$ cat config.mk
export PLATFORM = sky130hd
export DESIGN_NAME = lpms_sequencer
export DESIGN_NICKNAME = d
export VERILOG_FILES = /design/src/inc/lpms_pkg.sv /design/src/design/lpms_level_decode.sv /design/src/design/lpms_sequencer.sv /design/src/design/lpms_sync.sv
export SDC_FILE = /design/constraint.sdc
export NUM_CORES = 1
export LEC_CHECK = 0
export BUFFER_PORTS_ARGS = -buffer_cell sky130_fd_sc_hd__buf_2
export CORE_ASPECT_RATIO = 1.1
export CORE_UTILIZATION = 53
export DETAILED_ROUTE_END_ITERATION = 12
export PLACE_DENSITY = 0.82
export SLEW_MARGIN = 20
export SYNTH_ARGS = -nofsm -noshare
export SYNTH_HDL_FRONTEND = slang
export SYNTH_SLANG_ARGS = --single-unit
$ cat constraint.sdc
create_clock -name clk_i -period 6.3 [get_ports clk_i]
set_input_delay 0.63 -clock clk_i [delete_from_list [all_inputs] [get_ports clk_i]]
set_output_delay 0.63 -clock clk_i [all_outputs]
set_load 0.005 [all_outputs]
$ cat src/inc/lpms_pkg.sv
// Package of constants and types for the low-power mode sequencer
package lpms_pkg;
	// Status word bit positions of the mode-control bits
	localparam int SW_WIDTH = 16;
	localparam int POS_GIE = 3;
	localparam int POS_CPU_HALT = 4;
	localparam int POS_OSC_OFF = 5;
	localparam int POS_CLK_GEN0 = 6;
	localparam int POS_CLK_GEN1 = 7;
	// Sleep levels, five clock-gated levels plus active
	localparam logic [2:0] LVL_ACTIVE = 3'h0;
	localparam logic [2:0] LVL_ZERO = 3'h1;
	localparam logic [2:0] LVL_ONE = 3'h2;
	localparam logic [2:0] LVL_TWO = 3'h3;
	localparam logic [2:0] LVL_THREE = 3'h4;
	localparam logic [2:0] LVL_FOUR = 3'h5;
	// Reset-cause code after a core-off wake-up
	localparam logic [7:0] RST_CAUSE_NONE = 8'h00;
	localparam logic [7:0] RST_CAUSE_CORE_OFF = 8'h08;
	// System reset vector location
	localparam logic [15:0] RESET_VECTOR_ADDR = 16'hffff;
	// Cycles a brownout reset pulse is held
	localparam int BOR_HOLD_CYCLES = 4;
	// Sequencer states
	typedef enum logic [4:0] {
		ST_RUN = 5'b00001,
		ST_PUSH = 5'b00010,
		ST_SLEEP = 5'b00100,
		ST_CORE_OFF = 5'b01000,
		ST_BOR = 5'b10000
	} lpms_state_t;
endpackage

$ cat src/design/lpms_level_decode.sv
// Decoder from status-word mode bits to a sleep level
`timescale 1ns/100ps
module lpms_level_decode (
	input wire logic [lpms_pkg::SW_WIDTH-1:0] status_word_i,
	output logic [2:0] level_o,
	output logic deepest_o
);
	import lpms_pkg::*;

	// Map halt, oscillator and clock generator bits onto a level
	always_comb begin
		level_o = LVL_ACTIVE;
		if (status_word_i[POS_CPU_HALT]) begin
			case ({status_word_i[POS_CLK_GEN1], status_word_i[POS_CLK_GEN0]})
				2'h0: level_o = LVL_ZERO;
				2'h1: level_o = LVL_ONE;
				2'h2: level_o = LVL_TWO;
				default: level_o = status_word_i[POS_OSC_OFF] ? LVL_FOUR : LVL_THREE;
			endcase
		end
		deepest_o = (level_o == LVL_FOUR);
	end
endmodule

$ cat src/design/lpms_sequencer.sv
// Low-power mode sequencer: sleep levels, service entry and core-off sleep
//
// Functional notes
// - Any enabled interrupt wakes the device from sleep levels zero to four.
// - Service entry pushes program counter and status word onto the stack.
// - Service entry clears halt, oscillator disable and clock generator one bits.
// - Return from interrupt restores the status word and the previous sleep level.
// - A modified stacked status word selects a new mode on return.
// - Shutdown control then level-four bits disables the core regulator.
// - Registers and memory are lost while in core-off sleep.
// - Every core-off exit produces a full brownout class reset.
// - Core-off exits only on reset pin, power cycle or I/O wake.
// - Rtc variant also wakes on rtc events; rtc keeps running.
// - No-clock variant keeps every clock source inactive throughout.
// - A source already flagged at entry cannot wake from core-off sleep.
// - Enabled wake functions work even with global interrupt enable low.
// - With global enable low, a wake coinciding with entry may be lost.
// - After core-off wake and boot, execution resumes at the reset vector.
// - Core-off wake sets the deep-sleep wake flag.
// - Reset-cause vector reads the core-off code after such a wake.
// - Pin states latch on core-off entry and hold until software release.
// - Halt, oscillator and clock generator bits select the sleep level.
// - Setting mode-control bits takes effect immediately.
`timescale 1ns/100ps
module lpms_sequencer #(
	parameter int NUM_IO_WAKE = 8,
	parameter int NUM_PINS = 16
) (
	input wire logic clk_i,
	input wire logic reset_i,
	input wire logic ce_i,
	input wire logic [lpms_pkg::SW_WIDTH-1:0] status_word_i,
	input wire logic status_word_we_i,
	input wire logic [lpms_pkg::SW_WIDTH-1:0] pc_i,
	input wire logic irq_pending_i,
	input wire logic return_from_interrupt_i,
	input wire logic [lpms_pkg::SW_WIDTH-1:0] stacked_status_word_i,
	input wire logic regulator_shutdown_ctl_i,
	input wire logic rtc_variant_i,
	input wire logic reset_pin_n_i,
	input wire logic power_cycle_i,
	input wire logic [NUM_IO_WAKE-1:0] io_wake_i,
	input wire logic [NUM_IO_WAKE-1:0] io_wake_en_i,
	input wire logic rtc_wake_i,
	input wire logic rtc_wake_en_i,
	input wire logic [NUM_PINS-1:0] pin_state_i,
	input wire logic pin_release_i,
	input wire logic wake_flag_clear_i,
	output logic [lpms_pkg::SW_WIDTH-1:0] processor_status_word_o,
	output logic [2:0] sleep_level_o,
	output logic core_clock_en_o,
	output logic push_valid_o,
	output logic [lpms_pkg::SW_WIDTH-1:0] push_pc_o,
	output logic [lpms_pkg::SW_WIDTH-1:0] push_sw_o,
	output logic regulator_en_o,
	output logic clocks_en_o,
	output logic rtc_run_o,
	output logic retention_lost_o,
	output logic brownout_class_reset_o,
	output logic [lpms_pkg::SW_WIDTH-1:0] boot_vector_o,
	output logic deep_sleep_wake_flag_o,
	output logic [7:0] reset_cause_vector_o,
	output logic pins_latched_o,
	output logic [NUM_PINS-1:0] pin_hold_o
);
	import lpms_pkg::*;

	// ****************************************
	// Declarations
	// ****************************************
	lpms_state_t state_r;
	logic [SW_WIDTH-1:0] sw_r;
	logic [2:0] level;
	logic deepest;
	logic [2:0] bor_cnt_r;
	logic [NUM_IO_WAKE-1:0] io_sync;
	logic [1:0] misc_sync;
	logic rst_pin_n_s;
	logic rtc_s;
	logic [NUM_IO_WAKE-1:0] io_armed_r;
	logic rtc_armed_r;
	logic [NUM_IO_WAKE-1:0] io_prev_r;
	logic rtc_prev_r;
	logic core_off_wake;
	logic core_off_entry;
	logic [SW_WIDTH-1:0] live_sw;

	// ****************************************
	// Input synchronisers and level decode
	// ****************************************
	lpms_sync #(.WIDTH(NUM_IO_WAKE)) u_io_sync (
		.clk_i(clk_i),
		.reset_i(reset_i),
		.ce_i(ce_i),
		.async_i(io_wake_i),
		.sync_o(io_sync)
	);

	lpms_sync #(.WIDTH(2)) u_misc_sync (
		.clk_i(clk_i),
		.reset_i(reset_i),
		.ce_i(ce_i),
		.async_i({~reset_pin_n_i, rtc_wake_i}),
		.sync_o(misc_sync)
	);

	// Pin is carried inverted so the zero reset value means idle, not a reset request
	assign rst_pin_n_s = ~misc_sync[1];
	assign rtc_s = misc_sync[0];

	// Live status word includes a write in this cycle
	assign live_sw = status_word_we_i ? status_word_i : sw_r;

	lpms_level_decode u_decode (
		.status_word_i(live_sw),
		.level_o(level),
		.deepest_o(deepest)
	);

	// Core-off entry needs shutdown control plus level-four bits
	assign core_off_entry = deepest && regulator_shutdown_ctl_i;

	// Rising edge of an armed I/O source, or of armed rtc in the rtc variant, wakes; flags need no global enable
	always_comb begin
		core_off_wake = power_cycle_i || !rst_pin_n_s;
		core_off_wake = core_off_wake || |(io_sync & ~io_prev_r & io_armed_r);
		if (rtc_variant_i) begin
			core_off_wake = core_off_wake || (rtc_s && !rtc_prev_r && rtc_armed_r);
		end
	end

	// ****************************************
	// Sequencer state
	// ****************************************
	// Main state machine
	always_ff @(posedge clk_i or posedge reset_i) begin
		if (reset_i) begin
			state_r <= ST_RUN;
		end else if (ce_i) begin
			case (state_r)
				ST_RUN: begin
					if (core_off_entry) begin
						state_r <= ST_CORE_OFF;
					end else if (live_sw[POS_CPU_HALT] && irq_pending_i) begin
						state_r <= ST_PUSH;
					end else if (live_sw[POS_CPU_HALT]) begin
						state_r <= ST_SLEEP;
					end
				end
				ST_SLEEP: begin
					if (core_off_entry) begin
						state_r <= ST_CORE_OFF;
					end else if (irq_pending_i) begin
						state_r <= ST_PUSH;
					end else if (!live_sw[POS_CPU_HALT]) begin
						state_r <= ST_RUN;
					end
				end
				ST_PUSH: state_r <= ST_RUN;
				ST_CORE_OFF: begin
					if (core_off_wake) begin
						state_r <= ST_BOR;
					end
				end
				ST_BOR: begin
					if (bor_cnt_r == 3'(BOR_HOLD_CYCLES - 1)) begin
						state_r <= ST_RUN;
					end
				end
				default: state_r <= ST_RUN;
			endcase
		end
	end

	// Brownout pulse length counter
	always_ff @(posedge clk_i or posedge reset_i) begin
		if (reset_i) begin
			bor_cnt_r <= 3'h0;
		end else if (ce_i) begin
			bor_cnt_r <= (state_r == ST_BOR) ? bor_cnt_r + 3'h1 : 3'h0;
		end
	end

	// Status word: writes, service clear, return restore, reset clear
	always_ff @(posedge clk_i or posedge reset_i) begin
		if (reset_i) begin
			sw_r <= '0;
		end else if (ce_i) begin
			if (state_r == ST_BOR || state_r == ST_CORE_OFF) begin
				sw_r <= '0;
			end else if (state_r == ST_PUSH) begin
				sw_r[POS_CPU_HALT] <= 1'b0;
				sw_r[POS_OSC_OFF] <= 1'b0;
				sw_r[POS_CLK_GEN1] <= 1'b0;
			end else if (return_from_interrupt_i) begin
				sw_r <= stacked_status_word_i;
			end else if (status_word_we_i) begin
				sw_r <= status_word_i;
			end
		end
	end

	// Stack push pair captured at service entry
	always_ff @(posedge clk_i or posedge reset_i) begin
		if (reset_i) begin
			push_pc_o <= '0;
			push_sw_o <= '0;
		end else if (ce_i) begin
			if (state_r != ST_PUSH && state_r != ST_CORE_OFF && irq_pending_i) begin
				push_pc_o <= pc_i;
				push_sw_o <= live_sw;
			end
		end
	end

	// Arm wake sources at entry; a source already set is not armed
	always_ff @(posedge clk_i or posedge reset_i) begin
		if (reset_i) begin
			io_armed_r <= '0;
			rtc_armed_r <= 1'b0;
			io_prev_r <= '0;
			rtc_prev_r <= 1'b0;
		end else if (ce_i) begin
			io_prev_r <= io_sync;
			rtc_prev_r <= rtc_s;
			if (state_r != ST_CORE_OFF) begin
				io_armed_r <= io_wake_en_i & ~io_sync;
				rtc_armed_r <= rtc_wake_en_i & ~rtc_s;
			end
		end
	end

	// Wake flag and reset cause; set wins over clear
	always_ff @(posedge clk_i or posedge reset_i) begin
		if (reset_i) begin
			deep_sleep_wake_flag_o <= 1'b0;
			reset_cause_vector_o <= RST_CAUSE_NONE;
		end else if (ce_i) begin
			if (state_r == ST_CORE_OFF && core_off_wake) begin
				deep_sleep_wake_flag_o <= 1'b1;
				reset_cause_vector_o <= RST_CAUSE_CORE_OFF;
			end else if (wake_flag_clear_i) begin
				deep_sleep_wake_flag_o <= 1'b0;
				reset_cause_vector_o <= RST_CAUSE_NONE;
			end
		end
	end

	// Pin latch held through the wake reset until release
	always_ff @(posedge clk_i or posedge reset_i) begin
		if (reset_i) begin
			pins_latched_o <= 1'b0;
			pin_hold_o <= '0;
		end else if (ce_i) begin
			if (state_r != ST_CORE_OFF && core_off_entry && !pins_latched_o) begin
				pins_latched_o <= 1'b1;
				pin_hold_o <= pin_state_i;
			end else if (pin_release_i && state_r == ST_RUN) begin
				pins_latched_o <= 1'b0;
			end
		end
	end

	// ****************************************
	// Outputs
	// ****************************************
	assign processor_status_word_o = sw_r;
	assign sleep_level_o = (state_r == ST_PUSH) ? LVL_ACTIVE : level;
	assign core_clock_en_o = (state_r == ST_RUN || state_r == ST_PUSH) && !live_sw[POS_CPU_HALT];
	assign push_valid_o = (state_r == ST_PUSH);
	assign regulator_en_o = (state_r != ST_CORE_OFF);
	assign clocks_en_o = (state_r != ST_CORE_OFF) && !deepest;
	assign rtc_run_o = (state_r != ST_CORE_OFF) || rtc_variant_i;
	assign retention_lost_o = (state_r == ST_CORE_OFF);
	assign brownout_class_reset_o = (state_r == ST_BOR);
	assign boot_vector_o = RESET_VECTOR_ADDR;

	// ****************************************
	// Checks
	// ****************************************
	a_regoff_on_entry: assert property (@(posedge clk_i) disable iff (reset_i)
		(ce_i && state_r == ST_RUN && core_off_entry) |=> !regulator_en_o)
		else $error("regulator not disabled on core-off entry");
	a_wake_to_bor: assert property (@(posedge clk_i) disable iff (reset_i)
		(ce_i && state_r == ST_CORE_OFF && core_off_wake) |=> brownout_class_reset_o)
		else $error("core-off wake did not reset");
	a_bor_length: assert property (@(posedge clk_i) disable iff (reset_i)
		$rose(brownout_class_reset_o) && ce_i |-> (brownout_class_reset_o && ce_i)[*4] ##1
		!brownout_class_reset_o)
		else $error("brownout pulse length wrong");
	a_wake_flag_set: assert property (@(posedge clk_i) disable iff (reset_i)
		$rose(brownout_class_reset_o) |-> deep_sleep_wake_flag_o)
		else $error("wake flag missing");
	a_cause_code: assert property (@(posedge clk_i) disable iff (reset_i)
		deep_sleep_wake_flag_o |-> reset_cause_vector_o == RST_CAUSE_CORE_OFF)
		else $error("reset cause code wrong");
	a_pins_held: assert property (@(posedge clk_i) disable iff (reset_i)
		(pins_latched_o && !pin_release_i) |=> pins_latched_o)
		else $error("pin latch dropped");
	a_service_clear: assert property (@(posedge clk_i) disable iff (reset_i)
		(ce_i && push_valid_o) |=> !sw_r[POS_CPU_HALT] && !sw_r[POS_OSC_OFF] &&
		!sw_r[POS_CLK_GEN1])
		else $error("mode bits not cleared");
	a_sleep_wake: assert property (@(posedge clk_i) disable iff (reset_i)
		(ce_i && state_r == ST_SLEEP && irq_pending_i && !core_off_entry) |=> push_valid_o)
		else $error("interrupt did not wake");
	a_no_clocks: assert property (@(posedge clk_i) disable iff (reset_i)
		retention_lost_o |-> !clocks_en_o && (rtc_run_o == rtc_variant_i))
		else $error("clock active in core-off sleep");
	a_return_from_interrupt_restore: assert property (@(posedge clk_i) disable iff (reset_i)
		(ce_i && return_from_interrupt_i && state_r == ST_RUN) |=>
		sw_r == $past(stacked_status_word_i))
		else $error("status word not restored");
endmodule

$ cat src/design/lpms_sync.sv
// Two-stage synchroniser for pin-side wake inputs
`timescale 1ns/100ps
module lpms_sync #(
	parameter int WIDTH = 1
) (
	input wire logic clk_i,
	input wire logic reset_i,
	input wire logic ce_i,
	input wire logic [WIDTH-1:0] async_i,
	output logic [WIDTH-1:0] sync_o
);
	logic [WIDTH-1:0] meta_r;

	// First stage feeds only the second
	always_ff @(posedge clk_i or posedge reset_i) begin
		if (reset_i) begin
			meta_r <= '0;
			sync_o <= '0;
		end else if (ce_i) begin
			meta_r <= async_i;
			sync_o <= meta_r;
		end
	end
endmodule

==> run_summary.xml, run 1 <==
<?xml version="1.0" encoding="UTF-8"?>
<metrics>
  <group name="logic_synthesis">
    <metric name="synth_warn" unit="">0</metric>
    <metric name="synth_top_area_frac" unit="">0.541</metric>
    <metric name="async_reset_ff_frac" unit="">1.00</metric>
    <metric name="synth_enable_flop_cells" unit="">0</metric>
    <metric name="yosysTopAreaCell" unit="">sky130_fd_sc_hd__dfrtp_1</metric>
    <metric name="synth-seq-area-share" unit="">0.546</metric>
    <metric name="syn-cell-area" unit="sq um">5140</metric>
    <metric name="synth.most_common_cell" unit="">sky130_fd_sc_hd__dfrtp_1</metric>
    <metric name="synth.top_cells.by_area" unit="">sky130_fd_sc_hd__dfrtp_1 (54%), sky130_fd_sc_hd__mux2_2 (11%), sky130_fd_sc_hd__buf_4 (3.9%)</metric>
    <metric name="synth_area_per_cell" unit="sq um">11.5</metric>
    <metric name="ys_ff_latch" unit="">112</metric>
    <metric name="synth_commonest_cells" unit="">sky130_fd_sc_hd__dfrtp_1 (111), sky130_fd_sc_hd__mux2_2 (51), sky130_fd_sc_hd__a21oi_1 (37), sky130_fd_sc_hd__nor2_1 (37)</metric>
    <metric name="synthDistinctLibCells" unit="">48</metric>
    <metric name="netlist_instances" unit="">448</metric>
    <metric name="dominantRegCellSynth" unit="">sky130_fd_sc_hd__dfrtp_1</metric>
  </group>
  <group name="clocking">
    <metric name="clock_insertion_delay_at_the_later_pin_of_the_skew_report" unit="ns">0.36</metric>
    <metric name="postCtsSetupRepairBufs" unit="">0</metric>
    <metric name="cts.sinks" unit="">112</metric>
    <metric name="clk_slew_on_worst_s_h_paths" unit="ns">0.11</metric>
    <metric name="cts_max_path_buffers" unit="">2</metric>
    <metric name="cts.root.buffer_cell" unit="">sky130_fd_sc_hd__clkbuf_8</metric>
    <metric name="post_cts_resize_count" unit="">0</metric>
    <metric name="tritoncts_clock_tree" unit="">built</metric>
    <metric name="h-tree-depth" unit="">3</metric>
    <metric name="cts_hold_buffers" unit="">0</metric>
    <metric name="cts_inserted_buffers" unit="">9</metric>
  </group>
  <group name="routing">
    <metric name="routed_wire_length_per_instance" unit="um">14.6</metric>
    <metric name="ant_nets" unit="">0</metric>
    <metric name="post_drt_via_cell_ratio" unit="">5.25</metric>
    <metric name="drc" unit="">0</metric>
    <metric name="route.final.wire_length" unit="um">10700</metric>
    <metric name="drtIter0Drc" unit="">162</metric>
    <metric name="first_pass_iters" unit="">4</metric>
    <metric name="via_count" unit="">3841</metric>
  </group>
  <group name="floorplanning">
    <metric name="std_cell_rows" unit="">37</metric>
    <metric name="ios" unit="">194</metric>
    <metric name="initial_utilization" unit="">0.547</metric>
    <metric name="floorplan.die_area" unit="sq um">10100</metric>
    <metric name="die_height" unit="um">105</metric>
    <metric name="core" unit="sq um">9400</metric>
    <metric name="die_w" unit="um">95.9</metric>
  </group>
  <group name="finish">
    <metric name="num_antenna_cells" unit="">0</metric>
    <metric name="fillers" unit="">767</metric>
    <metric name="syn2layout_area_growth" unit="%">19.4</metric>
    <metric name="fin_nets" unit="">707</metric>
    <metric name="area.sequential" unit="sq um">2800</metric>
    <metric name="layout-drive-gt1-share" unit="">0.423</metric>
    <metric name="combined_area_of_the_multi_input_logic_cells" unit="sq um">2070</metric>
  </group>
  <group name="timing">
    <metric name="layout_worst_path_cycle_share" unit="">0.504</metric>
    <metric name="max_slew_margin_vs_limit" unit="">0.373</metric>
    <metric name="setup_tns" unit="ns">0</metric>
    <metric name="max_slew.worst_pin.slew" unit="ns">0.941</metric>
    <metric name="hold_violations" unit="">0</metric>
    <metric name="final.min_clock_period" unit="ns">3.17</metric>
    <metric name="grt_setup_unrepaired" unit="">false</metric>
    <metric name="finalMaxSlewViolations" unit="">0</metric>
    <metric name="final_critical_path_setup_slack" unit="ns">3.13</metric>
    <metric name="max_freq" unit="MHz">315</metric>
    <metric name="setup_violations" unit="">0</metric>
    <metric name="finalClockSkew" unit="ns">0.0146</metric>
  </group>
  <group name="global_route">
    <metric name="grt_use_met3" unit="">0.0426</metric>
    <metric name="global_route_track_usage_on_met1" unit="">0.275</metric>
    <metric name="grt-ovfl-total" unit="">0</metric>
    <metric name="busiest_layer" unit="">met2</metric>
    <metric name="grt_pass1_wl" unit="um">17300</metric>
    <metric name="number_of_global_route_vias_before_repair" unit="">3713</metric>
    <metric name="grt_max_degree" unit="">78</metric>
    <metric name="initial_antenna_violation_count" unit="">0</metric>
    <metric name="grt_use_met2" unit="">0.379</metric>
    <metric name="grtUsageTotal" unit="">0.222</metric>
  </group>
  <group name="worst_setup_path">
    <metric name="crit_buf_inv" unit="">2</metric>
    <metric name="critPathLaunchType" unit="">primary input</metric>
    <metric name="critical_path_max_stage_delay" unit="ns">0.70</metric>
    <metric name="slowest_stage" unit="">sky130_fd_sc_hd__nor3_4</metric>
    <metric name="setup.worst_path.end_class" unit="">register</metric>
    <metric name="cp_cell_sequence" unit="">buf_2 &gt; mux2i_1 &gt; inv_1 &gt; ha_1 &gt; nand2b_1 &gt; nor2_2 &gt; nand3b_4 &gt; nor3_4 &gt; mux2_2</metric>
    <metric name="critical_path.top_delay_family" unit="">simple AND/OR/NAND/NOR gates</metric>
    <metric name="critical_path.max_fanout" unit="">20</metric>
    <metric name="arrival" unit="ns">3.42</metric>
    <metric name="worst-endpoint-required" unit="ns">6.55</metric>
    <metric name="critPathKind" unit="">primary input to register</metric>
  </group>
  <group name="placement">
    <metric name="post-place-ws" unit="ns">2.74</metric>
    <metric name="place.port_buffers" unit="">170</metric>
    <metric name="final_estimated_routing_congestion_in_global_placement" unit="">0.856</metric>
    <metric name="dp_hpwl" unit="um">7920</metric>
  </group>
  <group name="min_path">
    <metric name="timing.hold.worst.class" unit="">primary input to async pin</metric>
  </group>
  <group name="status">
    <metric name="status" unit="">finished, final reports clean</metric>
  </group>
  <group name="pwr">
    <metric name="pwr_density_cell" unit="nW/um^2">289</metric>
    <metric name="power.static_leakage" unit="nW">3.10</metric>
    <metric name="power.ir.vdd_worst" unit="uV">141</metric>
  </group>
  <group name="run">
    <metric name="cap_violations" unit="">0</metric>
  </group>
</metrics>
==> kinds of logic after synthesis <==
family / Yosys count / share of synthesized area
other: 2 / 0.00146
and+or+nand+nor: 112 / 0.115
muxes: 77 / 0.172
AOI/OAI and AO/OA: 83 / 0.0918
buffers and inverters: 59 / 0.0670
adders and majority gates: 3 / 0.00731
DFF: 112 / 0.546
==> stage by stage <==
stage               area, sq um  hold WS (ns)  instances  utilization  power [mW]
finish                     6140         0.257        732        0.653        1.77
global route               6140         0.279        732        0.653        1.89
CTS                        6140         0.264        732        0.653        1.79
detailed placement         5960         0.471        716        0.635        1.41
global placement           5960         0.462        716        0.635        1.39
floorplan                  5220         0.450        469            -        1.22
==> final timing paths <==
kind	startpoint	end	slack, ns	cells after the start
hold reg to reg	io_armed_r[0]	io_armed_r[0]	0.49	2
setup reg to reg	processor_status_word_o[6]	pin_hold_o[15]	3.54	8
max in group asynchronous	reset_i	push_sw_o[7]	4.74	3
hold / removal	reset_i	push_pc_o[6]	0.26	2
setup / recovery	status_word_we_i	pin_hold_o[15]	3.13	9
min in group clk_i	reset_pin_n_i	u_misc_sync.meta_r[1]	0.44	2
==> layout by cell type, fill, tap and decap left out, types with 2 or more instances in the layout <==
master / count
sky130_fd_sc_hd__nand3b_1: 8
sky130_fd_sc_hd__mux2i_1: 16
sky130_fd_sc_hd__conb_1: 23
sky130_fd_sc_hd__nand2b_1: 14
sky130_fd_sc_hd__nor2_1: 37
sky130_fd_sc_hd__clkbuf_8: 9
sky130_fd_sc_hd__o22ai_1: 4
sky130_fd_sc_hd__mux2_4: 9
sky130_fd_sc_hd__a21oi_1: 37
sky130_fd_sc_hd__a21o_1: 2
sky130_fd_sc_hd__and3_1: 2
sky130_fd_sc_hd__buf_2: 170
sky130_fd_sc_hd__clkbuf_1: 2
sky130_fd_sc_hd__nand2_1: 31
sky130_fd_sc_hd__inv_1: 14
sky130_fd_sc_hd__buf_4: 4
sky130_fd_sc_hd__o21ai_0: 31
sky130_fd_sc_hd__dfrtp_1: 111
sky130_fd_sc_hd__nand4_1: 2
sky130_fd_sc_hd__mux2_2: 51
sky130_fd_sc_hd__clkinvlp_4: 2
sky130_fd_sc_hd__nand3_1: 3
sky130_fd_sc_hd__clkinv_4: 2
sky130_fd_sc_hd__ha_1: 3
sky130_fd_sc_hd__nor4_1: 2
==> sequential cells by signal (all words and copies together) (netlist names) <==
signal                   cells
u_misc_sync.sync_o           2
io_prev_r                    8
reset_cause_vector_o         1
state_r                      5
processor_status_word_o     16
push_pc_o                   16
pin_hold_o                  16
push_sw_o                   16
rtc_prev_r                   1
u_io_sync.sync_o             8
u_io_sync.meta_r             8
bor_cnt_r                    3
pins_latched_o               1
u_misc_sync.meta_r           2
io_armed_r                   8
rtc_armed_r                  1
==> final cells by class <==
| cell class | instances | area share |
|---|---|---|
| Clock inverter | 5 | 0.00673 |
| Inverter | 15 | 0.00958 |
| Sequential cell | 112 | 0.457 |
| Clock buffer | 11 | 0.0214 |
| Multi-Input combinational cell | 298 | 0.338 |
| Tap cell | 117 | 0.0239 |
| Timing Repair Buffer | 174 | 0.144 |
==> power breakdown <==
part	leakage [nW]	internal (mW)	total [mW]	switching (mW)
clock	0.0801	0.147	0.381	0.234
combinational	1.64	0.230	0.448	0.218
sequential	1.38	0.857	0.945	0.0873
==> routing by layer <==
metal | routed length, um | share of wire
met1 | 4450 | 0.42
met2 | 5320 | 0.50
met3 | 739 | 0.069
met4 | 189 | 0.018
met5 | 0 | 0
(Power assumes the default switching activity.)
==> run 2, diff against run 1 <==
Settings changed: CORE_UTILIZATION 53 to 45, PLACE_DENSITY 0.82 to 0.74.
Clock period 6.3 ns to 2.6 ns, I/O delays scaled along.
==> run_summary.xml, run 2 (same netlist as run 1, synthesis figures left out) <==
<?xml version="1.0" encoding="UTF-8"?>
<metrics>
  <group name="finish">
    <metric name="area.sequential" unit="sq um">2800</metric>
    <metric name="design_area" unit="sq um">6370</metric>
    <metric name="layout.cells.most_common_list" unit="">sky130_fd_sc_hd__buf_2 (170), sky130_fd_sc_hd__dfrtp_1 (111), sky130_fd_sc_hd__mux2_2 (51), sky130_fd_sc_hd__nor2_1 (37), sky130_fd_sc_hd__a21oi_1 (37)</metric>
    <metric name="fillers" unit="">986</metric>
    <metric name="combined_area_of_the_multi_input_logic_cells" unit="sq um">2070</metric>
    <metric name="fin_nets" unit="">714</metric>
    <metric name="final_core_occ" unit="">0.578</metric>
    <metric name="syn2layout_area_growth" unit="%">23.9</metric>
    <metric name="layout.cells.most_common" unit="">sky130_fd_sc_hd__buf_2</metric>
    <metric name="layout-drive-gt1-share" unit="">0.431</metric>
    <metric name="num_antenna_cells" unit="">0</metric>
  </group>
  <group name="timing">
    <metric name="finalClockSkew" unit="ns">0.00800</metric>
    <metric name="final_critical_path_setup_slack" unit="ns">0.321</metric>
    <metric name="finalMaxSlewViolations" unit="">0</metric>
    <metric name="layout_worst_path_cycle_share" unit="">0.877</metric>
    <metric name="max_slew.worst_pin.slew" unit="ns">0.783</metric>
    <metric name="grt_setup_unrepaired" unit="">false</metric>
    <metric name="max_freq" unit="MHz">439</metric>
    <metric name="max_slew_margin_vs_limit" unit="">0.477</metric>
    <metric name="hold_violations" unit="">0</metric>
    <metric name="setup_violations" unit="">0</metric>
    <metric name="final.min_clock_period" unit="ns">2.28</metric>
    <metric name="setup_tns" unit="ns">0</metric>
  </group>
  <group name="routing">
    <metric name="via_count" unit="">3818</metric>
    <metric name="drtIter0Drc" unit="">245</metric>
    <metric name="ant_nets" unit="">0</metric>
    <metric name="drc" unit="">0</metric>
    <metric name="first_pass_iters" unit="">4</metric>
    <metric name="route.final.wire_length" unit="um">11300</metric>
    <metric name="routed_wire_length_per_instance" unit="um">14.6</metric>
    <metric name="post_drt_via_cell_ratio" unit="">4.96</metric>
  </group>
  <group name="worst_setup_path">
    <metric name="critical_path.max_fanout" unit="">9</metric>
    <metric name="regToRegSetupSlack" unit="ns">0.32</metric>
    <metric name="critical_path.reg2reg.endpoint" unit="">pin_hold_o[14]</metric>
    <metric name="worst-endpoint-required" unit="ns">2.83</metric>
    <metric name="setup.worst_path.end_class" unit="">register</metric>
    <metric name="critPathLaunchType" unit="">register</metric>
    <metric name="critPathKind" unit="">register to register</metric>
    <metric name="arrival" unit="ns">2.51</metric>
    <metric name="worstReg2RegStart" unit="">processor_status_word_o[6]</metric>
    <metric name="ff2ff_path_depth" unit="">9</metric>
  </group>
  <group name="global_route">
    <metric name="grt_max_degree" unit="">52</metric>
    <metric name="grt-ovfl-total" unit="">0</metric>
    <metric name="grt_pass1_wl" unit="um">18500</metric>
    <metric name="number_of_global_route_vias_before_repair" unit="">3704</metric>
    <metric name="initial_antenna_violation_count" unit="">0</metric>
    <metric name="grtUsageTotal" unit="">0.198</metric>
  </group>
  <group name="clocking">
    <metric name="cts_max_path_buffers" unit="">2</metric>
    <metric name="cts_hold_buffers" unit="">0</metric>
    <metric name="clock_insertion_delay_at_the_later_pin_of_the_skew_report" unit="ns">0.34</metric>
    <metric name="clk_slew_on_worst_s_h_paths" unit="ns">0.07</metric>
    <metric name="cts.root.buffer_cell" unit="">sky130_fd_sc_hd__clkbuf_16</metric>
    <metric name="cts.sinks" unit="">112</metric>
    <metric name="post_cts_resize_count" unit="">0</metric>
    <metric name="postCtsSetupRepairBufs" unit="">0</metric>
    <metric name="cts_inserted_buffers" unit="">9</metric>
    <metric name="tritoncts_clock_tree" unit="">built</metric>
    <metric name="h-tree-depth" unit="">3</metric>
  </group>
  <group name="floorplanning">
    <metric name="die_height" unit="um">114</metric>
    <metric name="ios" unit="">194</metric>
    <metric name="die_w" unit="um">104</metric>
    <metric name="core" unit="sq um">11000</metric>
    <metric name="initial_utilization" unit="">0.467</metric>
    <metric name="floorplan.die_area" unit="sq um">11900</metric>
    <metric name="std_cell_rows" unit="">40</metric>
  </group>
  <group name="placement">
    <metric name="placed_cell_area" unit="sq um">6070</metric>
    <metric name="final_estimated_routing_congestion_in_global_placement" unit="">0.845</metric>
    <metric name="place.port_buffers" unit="">170</metric>
    <metric name="dp_hpwl" unit="um">8330</metric>
    <metric name="post-place-ws" unit="ns">0.243</metric>
  </group>
  <group name="run">
    <metric name="cap_violations" unit="">0</metric>
  </group>
  <group name="pwr">
    <metric name="power.ir.vdd_worst" unit="uV">354</metric>
    <metric name="design_power_total" unit="mW">4.78</metric>
    <metric name="pwr_density_cell" unit="nW/um^2">751</metric>
    <metric name="power.static_leakage" unit="nW">3.20</metric>
  </group>
  <group name="min_path">
    <metric name="timing.hold.worst.class" unit="">primary input to async pin</metric>
  </group>
  <group name="status">
    <metric name="status" unit="">finished, final reports clean</metric>
  </group>
</metrics>
-- run 2: cell types whose count changed in the layout (fill, tap and decap cells not counted), moves of 2 or more --
cell and change:
sky130_fd_sc_hd__clkbuf_16 +9, sky130_fd_sc_hd__clkbuf_8 -8, sky130_fd_sc_hd__buf_4 +6, sky130_fd_sc_hd__clkinv_2 +2
-- run 2: area by class of cell --
class,count,area share
clock inverter,5,0.00884
inverter,15,0.00943
timing repair buffer,181,0.149
multi-input combinational,298,0.326
tap,147,0.0289
sequential,112,0.440
clock buffer,11,0.0381
-- run 2: worst max-delay path, cell delays in order, from the launching register on --
cell                       delay, ns
sky130_fd_sc_hd__dfrtp_1        0.41
sky130_fd_sc_hd__mux2i_1        0.22
sky130_fd_sc_hd__inv_1          0.07
sky130_fd_sc_hd__ha_1           0.30
sky130_fd_sc_hd__nand2b_1       0.21
sky130_fd_sc_hd__nor2_2         0.17
sky130_fd_sc_hd__nand3b_4       0.12
sky130_fd_sc_hd__nor3_4         0.13
sky130_fd_sc_hd__buf_4          0.20
sky130_fd_sc_hd__mux2_2         0.35
-- run 2: stage by stage --
| stage | hold slack (ns) | std cells |
|---|---|---|
| after floorplan | 0.353 | 469 |
| after global placement | 0.433 | 753 |
| after detailed placement | 0.444 | 753 |
| after CTS | 0.0687 | 769 |
| after global routing | 0.0813 | 769 |
| final | 0.0532 | 769 |
-- run 2: metal layers --
metal	vias to the layer above	GRT usage	wire [um]
li1	1837	-	-
met1	1823	0.256	4870
met2	144	0.328	5570
met3	14	0.0472	628
met4	0	0.0724	185
met5	-	0	0
-- run 2: how the worst max path moves through the flow --
stage | from | endpoint | slack, ns | cells after the start
2_1_floorplan | status_word_we_i | pin_hold_o[0] | 0.002 | 11
3_3_place_gp | status_word_we_i | pin_hold_o[12] | 0.27 | 10
3_5_place_dp | status_word_we_i | pin_hold_o[14] | 0.24 | 10
4_1_cts | processor_status_word_o[6] | pin_hold_o[14] | 0.30 | 9
5_1_grt | processor_status_word_o[6] | pin_hold_o[14] | 0.08 | 9
6_report | processor_status_word_o[6] | pin_hold_o[14] | 0.32 | 9
-- run 2: where the power goes --
part,internal (mW),switching (mW)
Combinational,0.570,0.542
Sequential,2.08,0.205
Clock,0.773,0.610
==> run 3, diff against run 2 <==
Settings changed: ABC_AREA from default to 1.
==> run_summary.xml, run 3 <==
<?xml version="1.0" encoding="UTF-8"?>
<metrics>
  <group name="global_route">
    <metric name="grtUsageTotal" unit="">0.208</metric>
    <metric name="grt_pass1_wl" unit="um">20200</metric>
    <metric name="grt_max_degree" unit="">65</metric>
    <metric name="grt-ovfl-total" unit="">0</metric>
    <metric name="initial_antenna_violation_count" unit="">0</metric>
    <metric name="number_of_global_route_vias_before_repair" unit="">4221</metric>
  </group>
  <group name="worst_setup_path">
    <metric name="worst-endpoint-required" unit="ns">2.34</metric>
    <metric name="slowest_stage" unit="">sky130_fd_sc_hd__o21ai_0</metric>
    <metric name="setup.worst_path.end_class" unit="">primary output</metric>
    <metric name="critical_path_max_stage_delay" unit="ns">0.41</metric>
    <metric name="cp_cell_sequence" unit="">o21ai_0 &gt; inv_1 &gt; ha_1 &gt; inv_1 &gt; nand4_4 &gt; nand2_1 &gt; inv_1 &gt; buf_2</metric>
    <metric name="critPathLaunchType" unit="">register</metric>
    <metric name="crit_path_frequent_cell" unit="">sky130_fd_sc_hd__inv_1</metric>
    <metric name="critical_path.top_delay_family" unit="">compound AO/OA/AOI/OAI gates</metric>
    <metric name="arrival" unit="ns">2.17</metric>
    <metric name="crit_buf_inv" unit="">4</metric>
    <metric name="critPathKind" unit="">register to primary output</metric>
    <metric name="critical_path.max_fanout" unit="">4</metric>
  </group>
  <group name="timing">
    <metric name="finalMaxSlewViolations" unit="">0</metric>
    <metric name="setup_violations" unit="">0</metric>
    <metric name="grt_setup_unrepaired" unit="">false</metric>
    <metric name="layout_worst_path_cycle_share" unit="">0.933</metric>
    <metric name="hold-worst-slack" unit="ns">0.0902</metric>
    <metric name="max_freq" unit="MHz">412</metric>
    <metric name="max_slew_margin_vs_limit" unit="">0.465</metric>
    <metric name="hold_violations" unit="">0</metric>
    <metric name="setup_tns" unit="ns">0</metric>
    <metric name="final.min_clock_period" unit="ns">2.43</metric>
    <metric name="max_slew.worst_pin.slew" unit="ns">0.803</metric>
    <metric name="finalClockSkew" unit="ns">0.00819</metric>
  </group>
  <group name="routing">
    <metric name="route.final.wire_length" unit="um">12100</metric>
    <metric name="via_count" unit="">4480</metric>
    <metric name="post_drt_via_cell_ratio" unit="">4.74</metric>
    <metric name="routed_wire_length_per_instance" unit="um">12.8</metric>
    <metric name="ant_nets" unit="">0</metric>
    <metric name="drtIter0Drc" unit="">213</metric>
    <metric name="drc" unit="">0</metric>
    <metric name="first_pass_iters" unit="">4</metric>
  </group>
  <group name="placement">
    <metric name="final_estimated_routing_congestion_in_global_placement" unit="">0.842</metric>
    <metric name="place.port_buffers" unit="">170</metric>
    <metric name="dp_hpwl" unit="um">8800</metric>
  </group>
  <group name="run">
    <metric name="cap_violations" unit="">0</metric>
  </group>
  <group name="logic_synthesis">
    <metric name="synth_top_area_frac" unit="">0.522</metric>
    <metric name="synth_area_per_cell" unit="sq um">8.44</metric>
    <metric name="synthDistinctLibCells" unit="">34</metric>
    <metric name="dominantRegCellSynth" unit="">sky130_fd_sc_hd__dfrtp_1</metric>
    <metric name="synth.top_cells.by_area" unit="">sky130_fd_sc_hd__dfrtp_1 (52%), sky130_fd_sc_hd__nand2_1 (17%), sky130_fd_sc_hd__o21ai_0 (4.6%)</metric>
    <metric name="ys_ff_latch" unit="">112</metric>
    <metric name="async_reset_ff_frac" unit="">1.00</metric>
    <metric name="synth_warn" unit="">0</metric>
    <metric name="synth_commonest_cells" unit="">sky130_fd_sc_hd__nand2_1 (242), sky130_fd_sc_hd__dfrtp_1 (111), sky130_fd_sc_hd__inv_1 (50)</metric>
    <metric name="synth_enable_flop_cells" unit="">0</metric>
    <metric name="yosysTopAreaCell" unit="">sky130_fd_sc_hd__dfrtp_1</metric>
    <metric name="synth-seq-area-share" unit="">0.527</metric>
    <metric name="netlist_instances" unit="">630</metric>
    <metric name="synth.most_common_cell" unit="">sky130_fd_sc_hd__nand2_1</metric>
    <metric name="syn-cell-area" unit="sq um">5320</metric>
  </group>
  <group name="finish">
    <metric name="layout.cells.most_common_list" unit="">sky130_fd_sc_hd__nand2_1 (242), sky130_fd_sc_hd__buf_2 (170), sky130_fd_sc_hd__dfrtp_1 (111), sky130_fd_sc_hd__inv_1 (49), sky130_fd_sc_hd__o21ai_0 (49)</metric>
    <metric name="fin_nets" unit="">888</metric>
    <metric name="final_core_occ" unit="">0.565</metric>
    <metric name="layout.cells.most_common" unit="">sky130_fd_sc_hd__nand2_1</metric>
    <metric name="syn2layout_area_growth" unit="%">22.1</metric>
    <metric name="layout-drive-gt1-share" unit="">0.286</metric>
    <metric name="num_antenna_cells" unit="">0</metric>
  </group>
  <group name="floorplanning">
    <metric name="floorplan.die_area" unit="sq um">12300</metric>
    <metric name="die_w" unit="um">106</metric>
    <metric name="core" unit="sq um">11500</metric>
    <metric name="ios" unit="">194</metric>
    <metric name="std_cell_rows" unit="">41</metric>
    <metric name="initial_utilization" unit="">0.463</metric>
    <metric name="die_height" unit="um">116</metric>
  </group>
  <group name="min_path">
    <metric name="timing.hold.worst.class" unit="">primary input to async pin</metric>
  </group>
  <group name="clocking">
    <metric name="h-tree-depth" unit="">3</metric>
    <metric name="cts_hold_buffers" unit="">0</metric>
    <metric name="cts_max_path_buffers" unit="">2</metric>
    <metric name="cts_inserted_buffers" unit="">9</metric>
    <metric name="clk_slew_on_worst_s_h_paths" unit="ns">0.07</metric>
    <metric name="post_cts_resize_count" unit="">0</metric>
    <metric name="tritoncts_clock_tree" unit="">built</metric>
    <metric name="postCtsSetupRepairBufs" unit="">0</metric>
    <metric name="cts.sinks" unit="">112</metric>
    <metric name="cts.root.buffer_cell" unit="">sky130_fd_sc_hd__clkbuf_16</metric>
    <metric name="clock_insertion_delay_at_the_later_pin_of_the_skew_report" unit="ns">0.34</metric>
  </group>
  <group name="pwr">
    <metric name="power.static_leakage" unit="nW">3.65</metric>
    <metric name="power_switching_share" unit="">0.309</metric>
    <metric name="pwr_density_cell" unit="nW/um^2">753</metric>
    <metric name="net_load_switching_power" unit="mW">1.51</metric>
    <metric name="internal_power" unit="mW">3.38</metric>
    <metric name="power.share.clock" unit="">0.284</metric>
    <metric name="power.ir.vdd_worst" unit="uV">288</metric>
    <metric name="p_seq_frac" unit="">0.465</metric>
    <metric name="power.combinational.fraction" unit="">0.251</metric>
  </group>
  <group name="status">
    <metric name="status" unit="">finished, final reports clean</metric>
  </group>
</metrics>
run 3: cell types whose count changed in the layout (fill, tap and decap cells not counted), sizes merged, moves of 5 or more:
cell,change
nand2,+215
mux2,-60
inv,+42
a21oi,-36
nand3,+35
o21ai,+18
mux2i,-17
nand2b,-14
o32ai,+14
nand3b,-9
nor2,+7
nor3,+5
run 3: cell families (layout without fill, tap and decap cells):
kind of cell               Yosys count  count (layout)  synth area share
and+or+nand+nor                    341             341             0.275
adders and majority gates            3               3           0.00706
buffers and inverters              104             249            0.0993
AOI/OAI and AO/OA                   68              68            0.0894
DFF                                112             112             0.527
other                                2              23           0.00141
run 3: final cells by class:
cell class | instances | area [sq um]
inverter | 56 | 214
clock inverter | 2 | 17.5
sequential | 112 | 2800
tap | 150 | 188
timing repair buffer | 177 | 903
multi-input combinational | 435 | 2070
clock buffer | 14 | 294
fill | 1095 | 5000
run 3: worst register-to-register path, cell delays in order, from the launching register on:
cell and delay (ns):
sky130_fd_sc_hd__dfrtp_1 0.39, sky130_fd_sc_hd__o21ai_0 0.41, sky130_fd_sc_hd__inv_1 0.15, sky130_fd_sc_hd__ha_1 0.32, sky130_fd_sc_hd__inv_1 0.11, sky130_fd_sc_hd__nand4_4 0.18
sky130_fd_sc_hd__nor2_8 0.17, sky130_fd_sc_hd__buf_4 0.22, sky130_fd_sc_hd__nand3_1 0.11, sky130_fd_sc_hd__nand2_1 0.10
run 3: per-stage QoR:
stage | std cells | total power [mW] | instance area, sq um | setup WS, ns
global placement | 930 | 3.52 | 6180 | 0.402
detailed placement | 930 | 3.54 | 6180 | 0.325
finish | 946 | 4.89 | 6490 | 0.173
floorplan | 651 | 3.04 | 5400 | 0.697
CTS | 946 | 4.95 | 6490 | 0.189
global route | 946 | 5.23 | 6490 | 0.0463
run 3: power by group through the flow:
stage               Combinational (mW)  Sequential (mW)  Clock (mW)
CTS                               1.24             2.27        1.44
global route                      1.41             2.31        1.50
floorplan                        0.727             2.31           0
detailed placement                1.24             2.30           0
global placement                  1.22             2.30           0
finish                            1.23             2.27        1.39
run 3: metal layers:
layer,wire length (um),share of wire,track usage,vias to the layer above
met3,743,0.061,0.0360,11
met1,5470,0.45,0.273,2054
met5,0,0,0,-
met4,108,0.0089,0.0620,0
met2,5770,0.48,0.356,155
li1,-,-,-,2260
run 3: path summary, 6_finish.rpt:
check                                           start                          end  slack (ns)  cells after the start
max                        processor_status_word_o[6]                  clocks_en_o        0.17                      8
min                                           reset_i  processor_status_word_o[14]        0.09                      3
max reg2reg                processor_status_word_o[6]                pin_hold_o[8]        0.40                      9
min reg2reg                              push_sw_o[3]                 push_sw_o[3]        0.47                      2
max in group asynchronous                     reset_i               pin_hold_o[10]        1.89                      3
min in group clk_i                      reset_pin_n_i        u_misc_sync.meta_r[1]        0.11                      2
